## config.mk

```make
export PLATFORM = sky130hd
export DESIGN_NAME = ssclk_top
export DESIGN_NICKNAME = d
export VERILOG_FILES = /design/src/ssclk_pkg.sv /design/src/ssclk_sync.sv /design/src/ssclk_pulse_div.sv /design/src/ssclk_top.sv
export VERILOG_INCLUDE_DIRS = /design/src
export SDC_FILE = /design/constraint.sdc
export NUM_CORES = 1
export LEC_CHECK = 0
export ABC_AREA = 1
export BUFFER_PORTS_ARGS = -buffer_cell sky130_fd_sc_hd__buf_2
export CORE_MARGIN = 2
export CORE_UTILIZATION = 64
export CTS_BUF_LIST = sky130_fd_sc_hd__clkbuf_8
export DETAILED_ROUTE_END_ITERATION = 10
export GPL_TIMING_DRIVEN = 0
export MAX_ROUTING_LAYER = met4
export PLACE_DENSITY = 0.93
export RECOVER_POWER = 100
export SLEW_MARGIN = 20
export SYNTH_ARGS = -nofsm -noshare
export SYNTH_HDL_FRONTEND = slang
export SYNTH_SLANG_ARGS = --single-unit
```

## constraint.sdc

```tcl
create_clock -name i_clk -period 6.8 [get_ports i_clk]
set_input_delay 0.68 -clock i_clk [delete_from_list [all_inputs] [get_ports i_clk]]
set_output_delay 0.68 -clock i_clk [all_outputs]
set_load 0.03 [all_outputs]
```

## src/ssclk_defines.svh

```systemverilog
// Offsets, field positions, reset values and timing counts of the system clock source select block
`ifndef SSCLK_DEFINES_SVH
`define SSCLK_DEFINES_SVH

// Register byte offsets
`define SSCLK_OFS_SYS_CFG      8'h00
`define SSCLK_OFS_LOOP_CFG     8'h04
`define SSCLK_OFS_DIV_CFG      8'h08
`define SSCLK_OFS_STATUS       8'h0c

// system_clock_config fields
`define SSCLK_SYS_SEL_LSB      0
`define SSCLK_SYS_SEL_MSB      1
`define SSCLK_SYS_REF_BIT      2
`define SSCLK_SYS_FR_EN_BIT    3

// loop_config_zero fields
`define SSCLK_LOOP_BYP_BIT     0
`define SSCLK_LOOP_BAND_LSB    1
`define SSCLK_LOOP_BAND_MSB    2
`define SSCLK_LOOP_INPUT_DIVIDE_FIELD_LSB    3
`define SSCLK_LOOP_INPUT_DIVIDE_FIELD_MSB    6
`define SSCLK_LOOP_FEEDBACK_MULTIPLY_FIELD_LSB    7
`define SSCLK_LOOP_FEEDBACK_MULTIPLY_FIELD_MSB    13

// divider_config fields
`define SSCLK_DIV_K1_LSB       0
`define SSCLK_DIV_K1_MSB       9
`define SSCLK_DIV_K2_LSB       16
`define SSCLK_DIV_K2_MSB       22

// status fields
`define SSCLK_ST_SEL_LSB       0
`define SSCLK_ST_SEL_MSB       1
`define SSCLK_ST_SWITCH_BIT    2
`define SSCLK_ST_LOCK_BIT      3
`define SSCLK_ST_BAND_OK_BIT   4
`define SSCLK_ST_FR_LOCK_BIT   5
`define SSCLK_ST_NCUR_LSB      8
`define SSCLK_ST_NCUR_MSB      15
`define SSCLK_ST_FR_MHZ_LSB    16
`define SSCLK_ST_FR_MHZ_MSB    24

// Reset values
`define SSCLK_RST_SYS_CFG      32'h0000_0000
`define SSCLK_RST_LOOP_CFG     32'h0000_0001
`define SSCLK_RST_DIV_CFG      32'h0000_0000

// VCO band limits in MHz, controlled mode
`define SSCLK_BAND0_MIN_MHZ    48
`define SSCLK_BAND0_MAX_MHZ    112
`define SSCLK_BAND1_MIN_MHZ    96
`define SSCLK_BAND1_MAX_MHZ    200
`define SSCLK_FR_VCO_MHZ       480

// Timing
`define SSCLK_CLK_PERIOD_NS    25
`define SSCLK_WIN_NS           1000
`define SSCLK_WIN_CYC          (`SSCLK_WIN_NS / `SSCLK_CLK_PERIOD_NS)
`define SSCLK_FR_LOCK_NS       1000
`define SSCLK_FR_LOCK_CYC      ((`SSCLK_FR_LOCK_NS + `SSCLK_CLK_PERIOD_NS - 1) / `SSCLK_CLK_PERIOD_NS)

`endif

```

## src/ssclk_pkg.sv

```systemverilog
// Types of the system clock source select block
package ssclk_pkg;

  typedef enum logic [1:0] {
    SSCLK_SEL_WAKE   = 2'b00,
    SSCLK_SEL_RSVD   = 2'b01,
    SSCLK_SEL_GEN    = 2'b10,
    SSCLK_SEL_DIRECT = 2'b11
  } ssclk_sel_t;

  typedef enum logic [1:0] {
    SSCLK_SW_RUN  = 2'b00,
    SSCLK_SW_PARK = 2'b01,
    SSCLK_SW_ARM  = 2'b10
  } ssclk_sw_t;

  // Clock path key: what the output multiplexer is following
  typedef struct packed {
    ssclk_sel_t sel;
    logic       vco_bypass;
    logic       ref_onchip;
  } ssclk_key_t;

  // Raw clock levels arriving on pins or from on-chip sources
  typedef struct packed {
    logic ext_pin_one;
    logic crystal;
    logic onchip;
    logic wakeup;
  } ssclk_pins_t;

endpackage : ssclk_pkg

```

## src/ssclk_sync.sv

```systemverilog
// Two-flop synchroniser for a group of asynchronous levels
`timescale 1ns/1ps
module ssclk_sync #(
  parameter int W = 4
) (
  input  wire logic         i_clk,
  input  wire logic         i_rst_n,
  input  wire logic         i_ce,
  input  wire logic [W-1:0] i_async,
  output logic      [W-1:0] o_sync
);
  logic [W-1:0] meta;

  // First stage feeds only the second stage
  always_ff @(posedge i_clk or negedge i_rst_n) begin
    if (!i_rst_n) begin
      meta   <= '0;
      o_sync <= '0;
    end else if (i_ce) begin
      meta   <= i_async;
      o_sync <= meta;
    end
  end
endmodule : ssclk_sync

```

## src/ssclk_pulse_div.sv

```systemverilog
// Pulse divider: one tick out for every (div + 1) pulses in
`timescale 1ns/1ps
module ssclk_pulse_div #(
  parameter int W = 10
) (
  input  wire logic         i_clk,
  input  wire logic         i_rst_n,
  input  wire logic         i_ce,
  input  wire logic         i_clear,
  input  wire logic         i_pulse,
  input  wire logic [W-1:0] i_div,
  output logic              o_tick
);
  logic [W-1:0] count;
  wire          wrap = (count >= i_div);

  // Any factor 1..2^W works, odd ones included, since each input pulse is one half period
  always_ff @(posedge i_clk or negedge i_rst_n) begin
    if (!i_rst_n) begin
      count  <= '0;
      o_tick <= 1'b0;
    end else if (i_ce) begin
      if (i_clear) begin
        count  <= '0;
        o_tick <= 1'b0;
      end else if (i_pulse) begin
        count  <= wrap ? '0 : count + 1'b1;
        o_tick <= wrap;
      end else begin
        o_tick <= 1'b0;
      end
    end
  end
endmodule : ssclk_pulse_div

```

## src/ssclk_top.sv

```systemverilog
// System clock source select: direct drive, prescaler, behavioural PLL, wakeup clock
//
// Functional notes
// - Select 11 drives the system clock straight from external pin one.
// - Crystal reference with prescale factor one equals direct drive from crystal.
// - Select 10 with VCO bypass set divides oscillator by prescaler field plus one.
// - Prescaler source is the crystal input or the on-chip clock.
// - Factor one copies the oscillator, duty cycle included.
// - Largest prescaler setting divides by 1024.
// - Select 10 with VCO bypass clear enables the PLL as system clock.
// - PLL factor is N over P times K2, each field plus one.
// - PLL reference is the crystal input or the on-chip clock.
// - PLL approaches its target gradually, never jumping in frequency; here only N steps, P and K2 changes apply at once.
// - System clock in PLL mode is VCO divided by K2.
// - Band select picks VCO range 48-112 MHz or 96-200 MHz.
// - Dedicated FlexRay PLL runs its VCO at exactly 480 MHz.
// - Select 00 runs the system clock from the wakeup clock.
//
// Chosen here: the register offsets and strobed register access.
`timescale 1ns/1ps
`include "ssclk_defines.svh"
module ssclk_top
  import ssclk_pkg::*;
(
  input  wire logic        i_clk,
  input  wire logic        i_rst_n,
  input  wire logic        i_ce,
  input  wire logic [7:0]  i_addr,
  input  wire logic [31:0] i_wdata,
  input  wire logic        i_wr,
  input  wire logic        i_rd,
  output logic      [31:0] o_rdata,
  input  wire logic        i_ext_clk_pin_one,
  input  wire logic        i_crystal_input_pin,
  input  wire logic        i_onchip_clk,
  input  wire logic        i_wakeup_clk,
  output logic             o_sys_clk,
  output logic             o_pll_locked,
  output logic             o_flexray_locked
);

  // Register storage
  logic [31:0] system_clock_config;
  logic [31:0] loop_config_zero;
  logic [31:0] divider_config;

  // Field views
  wire ssclk_sel_t  clock_source_select     = ssclk_sel_t'(system_clock_config[`SSCLK_SYS_SEL_MSB:`SSCLK_SYS_SEL_LSB]);
  wire              ref_onchip              = system_clock_config[`SSCLK_SYS_REF_BIT];
  wire              flexray_pll_enable      = system_clock_config[`SSCLK_SYS_FR_EN_BIT];
  wire              vco_bypass              = loop_config_zero[`SSCLK_LOOP_BYP_BIT];
  wire [1:0]        vco_band_select         = loop_config_zero[`SSCLK_LOOP_BAND_MSB:`SSCLK_LOOP_BAND_LSB];
  wire [3:0]        input_divide_field      = loop_config_zero[`SSCLK_LOOP_INPUT_DIVIDE_FIELD_MSB:`SSCLK_LOOP_INPUT_DIVIDE_FIELD_LSB];
  wire [6:0]        feedback_multiply_field = loop_config_zero[`SSCLK_LOOP_FEEDBACK_MULTIPLY_FIELD_MSB:`SSCLK_LOOP_FEEDBACK_MULTIPLY_FIELD_LSB];
  wire [9:0]        prescaler_divide_field  = divider_config[`SSCLK_DIV_K1_MSB:`SSCLK_DIV_K1_LSB];
  wire [6:0]        output_divide_field     = divider_config[`SSCLK_DIV_K2_MSB:`SSCLK_DIV_K2_LSB];

  // Register address decode
  wire hit_sys    = (i_addr == `SSCLK_OFS_SYS_CFG);
  wire hit_loop   = (i_addr == `SSCLK_OFS_LOOP_CFG);
  wire hit_div    = (i_addr == `SSCLK_OFS_DIV_CFG);
  wire hit_status = (i_addr == `SSCLK_OFS_STATUS);

  // Software owns the fields; it must write whole coherent values, the block does not guard
  always_ff @(posedge i_clk or negedge i_rst_n) begin
    if (!i_rst_n) begin
      system_clock_config <= `SSCLK_RST_SYS_CFG;
      loop_config_zero    <= `SSCLK_RST_LOOP_CFG;
      divider_config      <= `SSCLK_RST_DIV_CFG;
    end else if (i_ce && i_wr) begin
      if (hit_sys) begin
        system_clock_config <= {28'h0000000, i_wdata[3:0]};
      end else if (hit_loop) begin
        loop_config_zero <= {18'h00000, i_wdata[13:0]};
      end else if (hit_div) begin
        divider_config <= {9'h000, i_wdata[22:16], 6'h00, i_wdata[9:0]};
      end
    end
  end

  // Clock pins come from other domains and pass two flops first
  ssclk_pins_t pins_raw;
  ssclk_pins_t pins_s;
  ssclk_pins_t pins_d;
  assign pins_raw = '{ext_pin_one: i_ext_clk_pin_one, crystal: i_crystal_input_pin,
                      onchip: i_onchip_clk, wakeup: i_wakeup_clk};

  ssclk_sync #(
    .W (4)
  ) u_sync (
    .i_clk   (i_clk),
    .i_rst_n (i_rst_n),
    .i_ce    (i_ce),
    .i_async (pins_raw),
    .o_sync  (pins_s)
  );

  // Delayed copy of the synchronised levels for edge detection
  always_ff @(posedge i_clk or negedge i_rst_n) begin
    if (!i_rst_n) begin
      pins_d <= '0;
    end else if (i_ce) begin
      pins_d <= pins_s;
    end
  end

  // Oscillator reference shared by prescaler and PLL
  wire osc_lvl  = ref_onchip ? pins_s.onchip : pins_s.crystal;
  wire osc_prev = ref_onchip ? pins_d.onchip : pins_d.crystal;
  wire osc_edge = osc_lvl ^ osc_prev;
  wire osc_rise = osc_lvl & ~osc_prev;

  // Prescaler path: every oscillator edge is a half period, so toggling per K1 + 1 edges divides by K1 + 1
  logic presc_clk;
  logic presc_tick;
  wire  presc_run = (clock_source_select == SSCLK_SEL_GEN) && vco_bypass;

  ssclk_pulse_div #(
    .W (10)
  ) u_presc_div (
    .i_clk   (i_clk),
    .i_rst_n (i_rst_n),
    .i_ce    (i_ce),
    .i_clear (~presc_run),
    .i_pulse (osc_edge),
    .i_div   (prescaler_divide_field),
    .o_tick  (presc_tick)
  );

  // With factor one each edge toggles, so high and low times follow the source
  always_ff @(posedge i_clk or negedge i_rst_n) begin
    if (!i_rst_n) begin
      presc_clk <= 1'b0;
    end else if (i_ce) begin
      if (!presc_run) begin
        presc_clk <= osc_lvl;
      end else if (presc_tick) begin
        presc_clk <= ~presc_clk;
      end
    end
  end

  // PLL reference period, measured in system-side cycles between rising edges
  logic [15:0] per_cnt;
  logic [15:0] ref_period;
  wire         pll_run = (clock_source_select == SSCLK_SEL_GEN) && !vco_bypass;

  always_ff @(posedge i_clk or negedge i_rst_n) begin
    if (!i_rst_n) begin
      per_cnt    <= 16'h0000;
      ref_period <= 16'h0000;
    end else if (i_ce) begin
      if (osc_rise) begin
        per_cnt    <= 16'h0000;
        ref_period <= per_cnt + 16'h0001;
      end else if (per_cnt == 16'hffff) begin
        ref_period <= 16'h0000; // Reference lost: the VCO stops rather than runs free
      end else begin
        per_cnt <= per_cnt + 16'h0001;
      end
    end
  end

  // Multiplier steps one unit per reference edge towards its target
  logic [7:0] n_cur;
  wire  [7:0] n_target = {1'b0, feedback_multiply_field} + 8'h01;
  wire  [4:0] p_fac    = {1'b0, input_divide_field} + 5'h01;

  always_ff @(posedge i_clk or negedge i_rst_n) begin
    if (!i_rst_n) begin
      n_cur <= 8'h01;
    end else if (i_ce) begin
      if (!pll_run) begin
        n_cur <= 8'h01;
      end else if (osc_rise && (n_cur < n_target)) begin
        n_cur <= n_cur + 8'h01;
      end else if (osc_rise && (n_cur > n_target)) begin
        n_cur <= n_cur - 8'h01;
      end
    end
  end

  // Ideal VCO as a phase accumulator: 2*N half periods per P reference periods
  logic [21:0] vco_acc;
  logic        vco_tick;
  wire  [21:0] vco_den = {17'h00000, p_fac} * {6'h00, ref_period};
  wire  [21:0] vco_sum = vco_acc + {13'h0000, n_cur, 1'b0};
  wire         vco_hit = (vco_den != 22'h000000) && (vco_sum >= vco_den);

  // At most one VCO half period per cycle; fast settings are limited by the sampling rate
  always_ff @(posedge i_clk or negedge i_rst_n) begin
    if (!i_rst_n) begin
      vco_acc  <= 22'h000000;
      vco_tick <= 1'b0;
    end else if (i_ce) begin
      if (!pll_run || (vco_den == 22'h000000)) begin
        vco_acc  <= 22'h000000;
        vco_tick <= 1'b0;
      end else begin
        vco_acc  <= vco_hit ? (vco_sum - vco_den) : vco_sum;
        vco_tick <= vco_hit;
      end
    end
  end

  // Output divider K2 between VCO and system clock
  logic pll_clk;
  logic k2_tick;

  ssclk_pulse_div #(
    .W (7)
  ) u_k2_div (
    .i_clk   (i_clk),
    .i_rst_n (i_rst_n),
    .i_ce    (i_ce),
    .i_clear (~pll_run),
    .i_pulse (vco_tick),
    .i_div   (output_divide_field),
    .o_tick  (k2_tick)
  );

  always_ff @(posedge i_clk or negedge i_rst_n) begin
    if (!i_rst_n) begin
      pll_clk <= 1'b0;
    end else if (i_ce) begin
      if (!pll_run) begin
        pll_clk <= 1'b0;
      end else if (k2_tick) begin
        pll_clk <= ~pll_clk;
      end
    end
  end

  // Lock: running, multiplier at target, reference present
  always_ff @(posedge i_clk or negedge i_rst_n) begin
    if (!i_rst_n) begin
      o_pll_locked <= 1'b0;
    end else if (i_ce) begin
      o_pll_locked <= pll_run && (n_cur == n_target) && (ref_period != 16'h0000);
    end
  end

  // VCO band check over a fixed window; half periods per microsecond are twice the MHz
  logic [5:0] win_cnt;
  logic [8:0] vco_half;
  logic       band_ok;
  wire        win_end  = (win_cnt == 6'(`SSCLK_WIN_CYC - 1));
  wire  [8:0] band_min = (vco_band_select == 2'b00) ? 9'(2 * `SSCLK_BAND0_MIN_MHZ) : 9'(2 * `SSCLK_BAND1_MIN_MHZ);
  wire  [8:0] band_max = (vco_band_select == 2'b00) ? 9'(2 * `SSCLK_BAND0_MAX_MHZ) : 9'(2 * `SSCLK_BAND1_MAX_MHZ);

  always_ff @(posedge i_clk or negedge i_rst_n) begin
    if (!i_rst_n) begin
      win_cnt  <= 6'h00;
      vco_half <= 9'h000;
      band_ok  <= 1'b0;
    end else if (i_ce) begin
      if (win_end) begin
        win_cnt  <= 6'h00;
        vco_half <= 9'h000;
        band_ok  <= pll_run && (vco_half >= band_min) && (vco_half <= band_max) && !vco_band_select[1];
      end else begin
        win_cnt  <= win_cnt + 6'h01;
        vco_half <= vco_half + {8'h00, vco_tick};
      end
    end
  end

  // Dedicated FlexRay PLL: fixed VCO, only its enable and lock are modelled
  logic [5:0] fr_cnt;

  always_ff @(posedge i_clk or negedge i_rst_n) begin
    if (!i_rst_n) begin
      fr_cnt           <= 6'h00;
      o_flexray_locked <= 1'b0;
    end else if (i_ce) begin
      if (!flexray_pll_enable) begin
        fr_cnt           <= 6'h00;
        o_flexray_locked <= 1'b0;
      end else if (fr_cnt == 6'(`SSCLK_FR_LOCK_CYC - 1)) begin
        o_flexray_locked <= 1'b1;
      end else begin
        fr_cnt <= fr_cnt + 6'h01;
      end
    end
  end

  // Clock path selected by the active key
  ssclk_key_t active_key;
  ssclk_key_t wanted_key;
  ssclk_sw_t  sw_state;
  ssclk_sw_t  next_sw_state;
  assign wanted_key = '{sel: clock_source_select, vco_bypass: vco_bypass, ref_onchip: ref_onchip};

  function automatic logic path_level(input ssclk_key_t k, input ssclk_pins_t p, input logic pr, input logic pl);
    logic lvl;
    lvl = p.wakeup;
    if (k.sel == SSCLK_SEL_DIRECT) begin
      lvl = p.ext_pin_one;
    end else if (k.sel == SSCLK_SEL_GEN) begin
      lvl = k.vco_bypass ? pr : pl;
    end
    return lvl;
  endfunction : path_level

  wire old_lvl = path_level(active_key, pins_s, presc_clk, pll_clk);
  wire new_lvl = path_level(wanted_key, pins_s, presc_clk, pll_clk);

  // Break-before-make: park low on the old path, wait for the new one to be low
  always_comb begin
    next_sw_state = sw_state;
    case (sw_state)
      SSCLK_SW_RUN:  begin
        if (wanted_key != active_key) begin
          next_sw_state = SSCLK_SW_PARK;
        end
      end
      SSCLK_SW_PARK: begin
        if (!old_lvl) begin
          next_sw_state = SSCLK_SW_ARM;
        end
      end
      SSCLK_SW_ARM:  begin
        if (!new_lvl) begin
          next_sw_state = SSCLK_SW_RUN;
        end
      end
      default:       begin
        next_sw_state = SSCLK_SW_RUN;
      end
    endcase
  end

  always_ff @(posedge i_clk or negedge i_rst_n) begin
    if (!i_rst_n) begin
      sw_state   <= SSCLK_SW_RUN;
      active_key <= '{sel: SSCLK_SEL_WAKE, vco_bypass: 1'b1, ref_onchip: 1'b0};
      o_sys_clk  <= 1'b0;
    end else if (i_ce) begin
      sw_state <= next_sw_state;
      if ((sw_state == SSCLK_SW_ARM) && !new_lvl) begin
        active_key <= wanted_key;
      end
      // Old path runs on through change cycle and PARK, so pin paths keep their high phase; pll_clk is cut once its mode is left, presc_clk follows the oscillator
      o_sys_clk <= ((sw_state == SSCLK_SW_RUN) || (sw_state == SSCLK_SW_PARK)) ? old_lvl : 1'b0;
    end
  end

  // Status word and read data, one cycle after the read strobe
  wire [31:0] status_word = {7'h00, 9'(`SSCLK_FR_VCO_MHZ), n_cur, 2'b00, o_flexray_locked, band_ok,
                             o_pll_locked, (sw_state != SSCLK_SW_RUN), active_key.sel};
  wire [31:0] rd_mux = hit_sys    ? system_clock_config :
                       hit_loop   ? loop_config_zero :
                       hit_div    ? divider_config :
                       hit_status ? status_word : 32'h0000_0000;

  always_ff @(posedge i_clk or negedge i_rst_n) begin
    if (!i_rst_n) begin
      o_rdata <= 32'h0000_0000;
    end else if (i_ce) begin
      o_rdata <= i_rd ? rd_mux : 32'h0000_0000;
    end
  end

endmodule : ssclk_top

```

==> reports/qor.yml, run 1 <==
layout:
  syn_to_final_growth_pct: 8.031
  drive_gt1_share_pct: 6.925
  fin_nets: 2150
  final_core_util_pct: 70.24
  final_cells: 2244
  diodes: 0
timing:
  period_share_pct: 94.68
  max_freq_mhz: 155.3
  finClkSkew_ns: 0.01873
  worst_slack_ns: 0.3618
  min_period_ns: 6.438
  worstMarginPinSlew_ns: 3.573
  slew_violations: 132
  slew_headroom_pct: -138.2
  hold_viol: 0
  setup_viol_count_final: 0
cts:
  clock-root-buffer: "clkbuf_8"
  clk_pin_slew_ns: 0.11
  clk-insertion-delay-late_ns: 0.48
  hold_buffers: 0
  cts_tree: "built"
  clockBufferDepth: 2
  cts_inserted_buffers: 17
  clock_sink_count: 184
  cts_max_level: 4
setup_path:
  r2r-end: "vco_acc[7]"
  crit_family: "adder cells"
  worst-path-buf-inv: 5
  startpoint_type: "register"
  worstPathRequired_ns: 7.17
  cpMaxStageDelayCell: "fa_1"
  cp_max_fo: 10
  critPathMostFrequentCell: "nand2_1"
  reg2regPathDepth: 32
  critical_path_class: "register to register"
  slowest_delay_ns: 0.56
  arrival_ns: 6.80
  endpoint_kind: "register"
  r2r-start: "loop_config_zero[4]"
  reg2reg_slack_ns: 0.36
yosys:
  syn_area_per_cell_sq_um: 7.626
  synth-edff-count: 0
  netlist.area_leader.share_pct: 32.02
  ys.flop_type: "dfrtp_1"
  netlist_instances: 1855
  synth_cell_type_count: 63
  ys_warn_count: 0
  yosysMostFrequentCell: "nand2_1"
  yosysSeqAreaShare_pct: 32.58
  synth_area_leader_cell: "dfrtp_1"
  synth_commonest_cells: "nand2_1 (424), inv_1 (297), dfrtp_1 (181), nor2_1 (149), o21ai_0 (110)"
  synth_area_leaders: "dfrtp_1 (32%), nand2_1 (11%), ha_1 (9.3%)"
  netlist_area_sq_um: 14150
  ys_async_sr_fraction_pct: 100.0
  synth_seq_cells: 184
min_path:
  hold-path-endpoint: "u_sync.meta[1]"
  whs_path_depth: 3
  hp-start: "i_onchip_clk"
  hp-class: "primary input to register"
floorplanning:
  die_height_microns: 152.7
  coreArea_sq_um: 21760
  die_w_microns: 152.7
  dieArea_sq_um: 23310
  initial_core_util_pct: 65.02
  rows: 54
  io_pins: 84
global_routing:
  grt_pass1_wl_mm: 62.95
  grt_pass1_vias: 13072
  grt_usage_pct: 33.72
  antenna_found_initial: 0
  grt_max_degree: 68
  overflow: 0
status:
  violations: "capacitance limit, slew limit"
  outcome: "finished with violations"
detailed_routing:
  met3_wirelength_mm: 2.935
  vias: 13255
  drt-met1-wl_mm: 15.13
  top_layer: "met4"
  drc: 0
  post_drt_wl_per_cell_microns: 17.06
  viasPerCell: 5.907
  wl_mm: 38.29
  detail-route-antenna-nets: 0
  firstDrtPassIters: 6
  drt_iter0_markers: 1095
  wl_met2_mm: 18.24
power_and_ir_drop:
  vdd_drop_max_uv: 168.9
  p_leak_uw: 0.007852
  p_per_area_nw_per_um2: 242.9
placement:
  post-place-ws_ns: 0.2203
  dp.cells: 2208
  port-buffer-count: 65
  gp_congestion: 1.003
  dpl.hpwl_mm: 29.54
run:
  cap_violations: 2
cells by family after synthesis:
kind of cell	Yosys count	share of synthesized area, %
multiplexers	1	0.07076
other	1	0.02651
AND/OR/NAND/NOR	780	23.85
AO/OA/AOI/OAI	309	12.68
flip-flops	184	32.58
buffers and inverters	346	9.942
adder cells (fa/ha/maj)	150	15.66
XOR/XNOR	84	5.201
cells in the final DEF (no fill, tap or decap), types with 5 or more instances in the layout:
master / Yosys / final
nand2_1: 424 / 426
inv_1: 297 / 297
dfrtp_1: 181 / 179
nor2_1: 149 / 152
o21ai_0: 110 / 111
ha_1: 105 / 104
nand3_1: 94 / 95
a21oi_1: 93 / 93
xor2_1: 64 / 62
clkbuf_1: 17 / 53
o22ai_1: 49 / 49
fa_1: 45 / 45
buf_2: 7 / 39
nand4_1: 34 / 34
nor3_1: 27 / 28
xnor2_1: 20 / 20
clkbuf_8: 1 / 18
buf_4: 9 / 14
nand2_2: 10 / 8
nand3b_1: 7 / 7
o221ai_1: 7 / 7
conb_1: 1 / 7
buf_6: 7 / 6
o211ai_1: 5 / 5
a21boi_0: 5 / 5
o21a_1: 5 / 5
a32o_1: 5 / 5
nor4_1: 4 / 5
routing by layer:
layer	GRT usage, %	vias up
li1	-	6212
met1	42.09	6194
met2	54.49	700
met3	4.920	149
met4	15.87	0
met5	-	-
state kept, by name (all words and copies together), names as in the netlist, 6 cells and up:
name,count
loop_config_zero,14
win_cnt,6
vco_half,9
n_cur,8
fr_cnt,6
divider_config,17
u_presc_div.count,10
ref_period,16
o_rdata,24
per_cnt,16
vco_acc,22
u_k2_div.count,7
final cells by class:
cell class | count | area, sq um
plain buffers | 44 | 260.3
well taps | 280 | 350.3
flip-flops and latches | 184 | 4611
inverters | 301 | 1135
repair buffers | 72 | 365.4
multi-input cells | 1331 | 8153
clock inverters | 15 | 173.9
clock buffers | 17 | 234.0
fillers | 1632 | 6474
worst min-delay path: stages:
cell	delay, ns
buf_2	0.08
nand2_1	0.04
nand2_1	0.05
report_power, final:
part	internal [uW]	switching, uW	total (uW)	leakage [uW]
clock network	283	473	756	0.000198
registers	1180	80.8	1260	0.00245
logic	588	1100	1690	0.00521
total	2050	1660	3710	0.00785
worst max path at each step:
| stage | start | end | slack [ns] | cells past startpoint |
|---|---|---|---|---|
| floorplan | loop_config_zero[3] | vco_acc[3] | 1.30 | 33 |
| finish | loop_config_zero[4] | vco_acc[7] | 0.36 | 32 |
| global route | loop_config_zero[5] | vco_acc[2] | -0.01 | 29 |
| global placement | loop_config_zero[5] | vco_acc[7] | 0.37 | 32 |
| detailed placement | loop_config_zero[3] | vco_acc[7] | 0.22 | 33 |
| CTS | loop_config_zero[4] | vco_acc[7] | 0.18 | 33 |
timing repair:
action                     in CTS  in global routing
buffers inserted                0                  5
setup endpoints to repair       0                 23
resized for setup               0                 12
through the flow:
| stage | hold WS (ns) | TNS, ns | power (uW) | cell area (sq um) |
|---|---|---|---|---|
| after detailed placement | 0.4706 | 0 | 2907 | 14910 |
| final | 0.4066 | 0 | 3712 | 15280 |
| after global placement | 0.4605 | 0 | 2865 | 14840 |
| after floorplan | 0.3844 | 0 | 2487 | 14170 |
| after CTS | 0.1475 | 0 | 3659 | 15320 |
| after global routing | 0.4094 | -0.06732 | 3929 | 15280 |
No activity file was read; power rests on OpenSTA's default activity.
==> run 2: changes to the inputs <==
--- a/config.mk
+++ b/config.mk
@@ -9,12 +9,11 @@
 export ABC_AREA = 1
 export BUFFER_PORTS_ARGS = -buffer_cell sky130_fd_sc_hd__buf_2
 export CORE_MARGIN = 2
-export CORE_UTILIZATION = 64
+export CORE_UTILIZATION = 35
 export CTS_BUF_LIST = sky130_fd_sc_hd__clkbuf_8
 export DETAILED_ROUTE_END_ITERATION = 10
-export GPL_TIMING_DRIVEN = 0
 export MAX_ROUTING_LAYER = met4
-export PLACE_DENSITY = 0.93
+export PLACE_DENSITY = 0.61
 export RECOVER_POWER = 100
 export SLEW_MARGIN = 20
 export SYNTH_ARGS = -nofsm -noshare
==> reports/qor.yml, run 2 (synthesis results as in run 1) <==
timing:
  min_period_ns: 6.160
  slew_headroom_pct: -246.0
  period_share_pct: 90.58
  slew_violations: 151
  setup_viol_count_final: 0
  fin_hold_ws_ns: 0.4024
  max_freq_mhz: 162.3
  worstMarginPinSlew_ns: 5.190
  setup_tns_ns: 0
  hold_viol: 0
  rsz0062_at_grt: "no"
  finClkSkew_ns: 0.01807
power_and_ir_drop:
  p_per_area_nw_per_um2: 235.9
  p_sw_uw: 1591
  pwr-share-comb_pct: 43.6
  power_frac_clock_pct: 21.7
  p_leak_uw: 0.007756
  p_seq_share_pct: 34.7
  sw_frac_of_total_pct: 43.90
  vdd_drop_max_uv: 173.7
  p_int_uw: 2033
global_routing:
  antenna_found_initial: 0
  use_met1_pct: 24.86
  grt_pass1_wl_mm: 59.80
  grt-busiest-layer: "met2"
  grt_usage_pct: 18.10
  grt_use_met3_pct: 2.084
  grt_max_degree: 110
  grt_pass1_vias: 11920
  overflow: 0
  grtUsageMet2_pct: 28.73
layout:
  final_cell_mix: "nand2_1 (425), inv_1 (298), dfrtp_1 (181), nor2_1 (153), o21ai_0 (115)"
  largest_register: "o_rdata"
  multiInputGateArea_sq_um: 8114
  nFillCells: 4240
  diodes: 0
  final_cells: 2455
  largest_reg_flops: 24
  design_area_sq_um: 15370
  syn_to_final_growth_pct: 8.624
  layout_commonest_cell: "nand2_1"
  drive_gt1_share_pct: 6.114
  reg_top3: "o_rdata: 24 flops, vco_acc: 22 flops, divider_config: 17 flops"
  fin_nets: 2116
  seqCellArea_sq_um: 4608
placement:
  post_dp_cell_area_sq_um: 15030
  port-buffer-count: 65
  dpl.hpwl_mm: 27.84
  dp.cells: 2423
  gp_congestion: 0.9258
setup_path:
  worstPathRequired_ns: 7.21
  startpoint_type: "register"
  arrival_ns: 6.57
  slowest_delay_ns: 0.55
  reg2reg_slack_ns: 0.64
  reg2regPathDepth: 32
  cp_max_fo: 22
  cpMaxStageDelayCell: "fa_1"
  critical_path_class: "register to register"
  endpoint_kind: "register"
  critPathMostFrequentCell: "nand2_1"
cts:
  cts_max_level: 4
  cts_tree: "built"
  cts_resized: 0
  postCtsSetupRepairBufs: 0
  clock-root-buffer: "clkbuf_8"
  cts_inserted_buffers: 17
  hold_buffers: 0
  clk_pin_slew_ns: 0.12
  clockBufferDepth: 2
  clk-insertion-delay-late_ns: 0.48
  clock_sink_count: 184
detailed_routing:
  drt_iter0_markers: 790
  wl_mm: 35.76
  firstDrtPassIters: 5
  vias: 12150
  post_drt_wl_per_cell_microns: 14.57
  drc: 0
  detail-route-antenna-nets: 0
  viasPerCell: 4.949
status:
  violations: "capacitance limit, slew limit"
  outcome: "finished with violations"
floorplanning:
  initial_core_util_pct: 35.52
  io_pins: 84
  rows: 73
  dieArea_sq_um: 42040
  die_height_microns: 205.0
  coreArea_sq_um: 39820
  die_w_microns: 205.0
run:
  cap_violations: 3
min_path:
  whs_path_depth: 3
  hp-class: "primary input to register"
-- run 2: final cells by class --
type,instances,share of cell area [%]
multi-input cells,1331,52.81
flip-flops and latches,184,29.99
inverters,301,7.361
well taps,525,4.275
repair buffers,82,2.777
clock buffers,17,1.523
clock inverters,15,1.270
-- run 2: worst paths after layout --
kind,end,from
hold / removal,u_sync.meta[1],i_onchip_clk
setup reg to reg,vco_acc[14],loop_config_zero[4]
setup / recovery,vco_acc[14],loop_config_zero[4]
min in group asynchronous,per_cnt[14],i_rst_n
hold reg to reg,vco_acc[0],vco_acc[0]
max in group asynchronous,loop_config_zero[5],i_rst_n
-- run 2: per-layer routing --
layer  wire, microns  vias to the layer above
li1                -                     6132
met1           17690                     5759
met2           16500                      237
met3            1181                       22
met4             387                        0
met5               0                        -
-- run 2: metrics by stage --
stage	setup slack, ns	total power, uW	utilization [%]
floorplan	1.300	2487	-
global placement	0.7920	2813	37.73
detailed placement	0.7293	2843	37.73
CTS	0.6891	3638	38.81
global route	0.1252	3906	38.59
finish	0.6404	3624	38.59
-- run 2: power by group through the flow --
stage / registers (uW) / clock network [uW] / logic (uW)
final: 1260 / 786 / 1580
after global routing: 1270 / 851 / 1780
after CTS: 1260 / 806 / 1570
after detailed placement: 1280 / 0 / 1560
after global placement: 1280 / 0 / 1540
after floorplan: 1260 / 0 / 1230
-- run 2: critical path: cells and delay by family, from the launching register on --
| kind | cells | cell delay, ns |
|---|---|---|
| adder cells (fa/ha/maj) | 6 | 2.50 |
| AND/OR/NAND/NOR | 18 | 1.99 |
| buffers and inverters | 5 | 0.51 |
| flip-flops | 1 | 0.44 |
| AO/OA/AOI/OAI | 2 | 0.44 |
| XOR/XNOR | 1 | 0.21 |
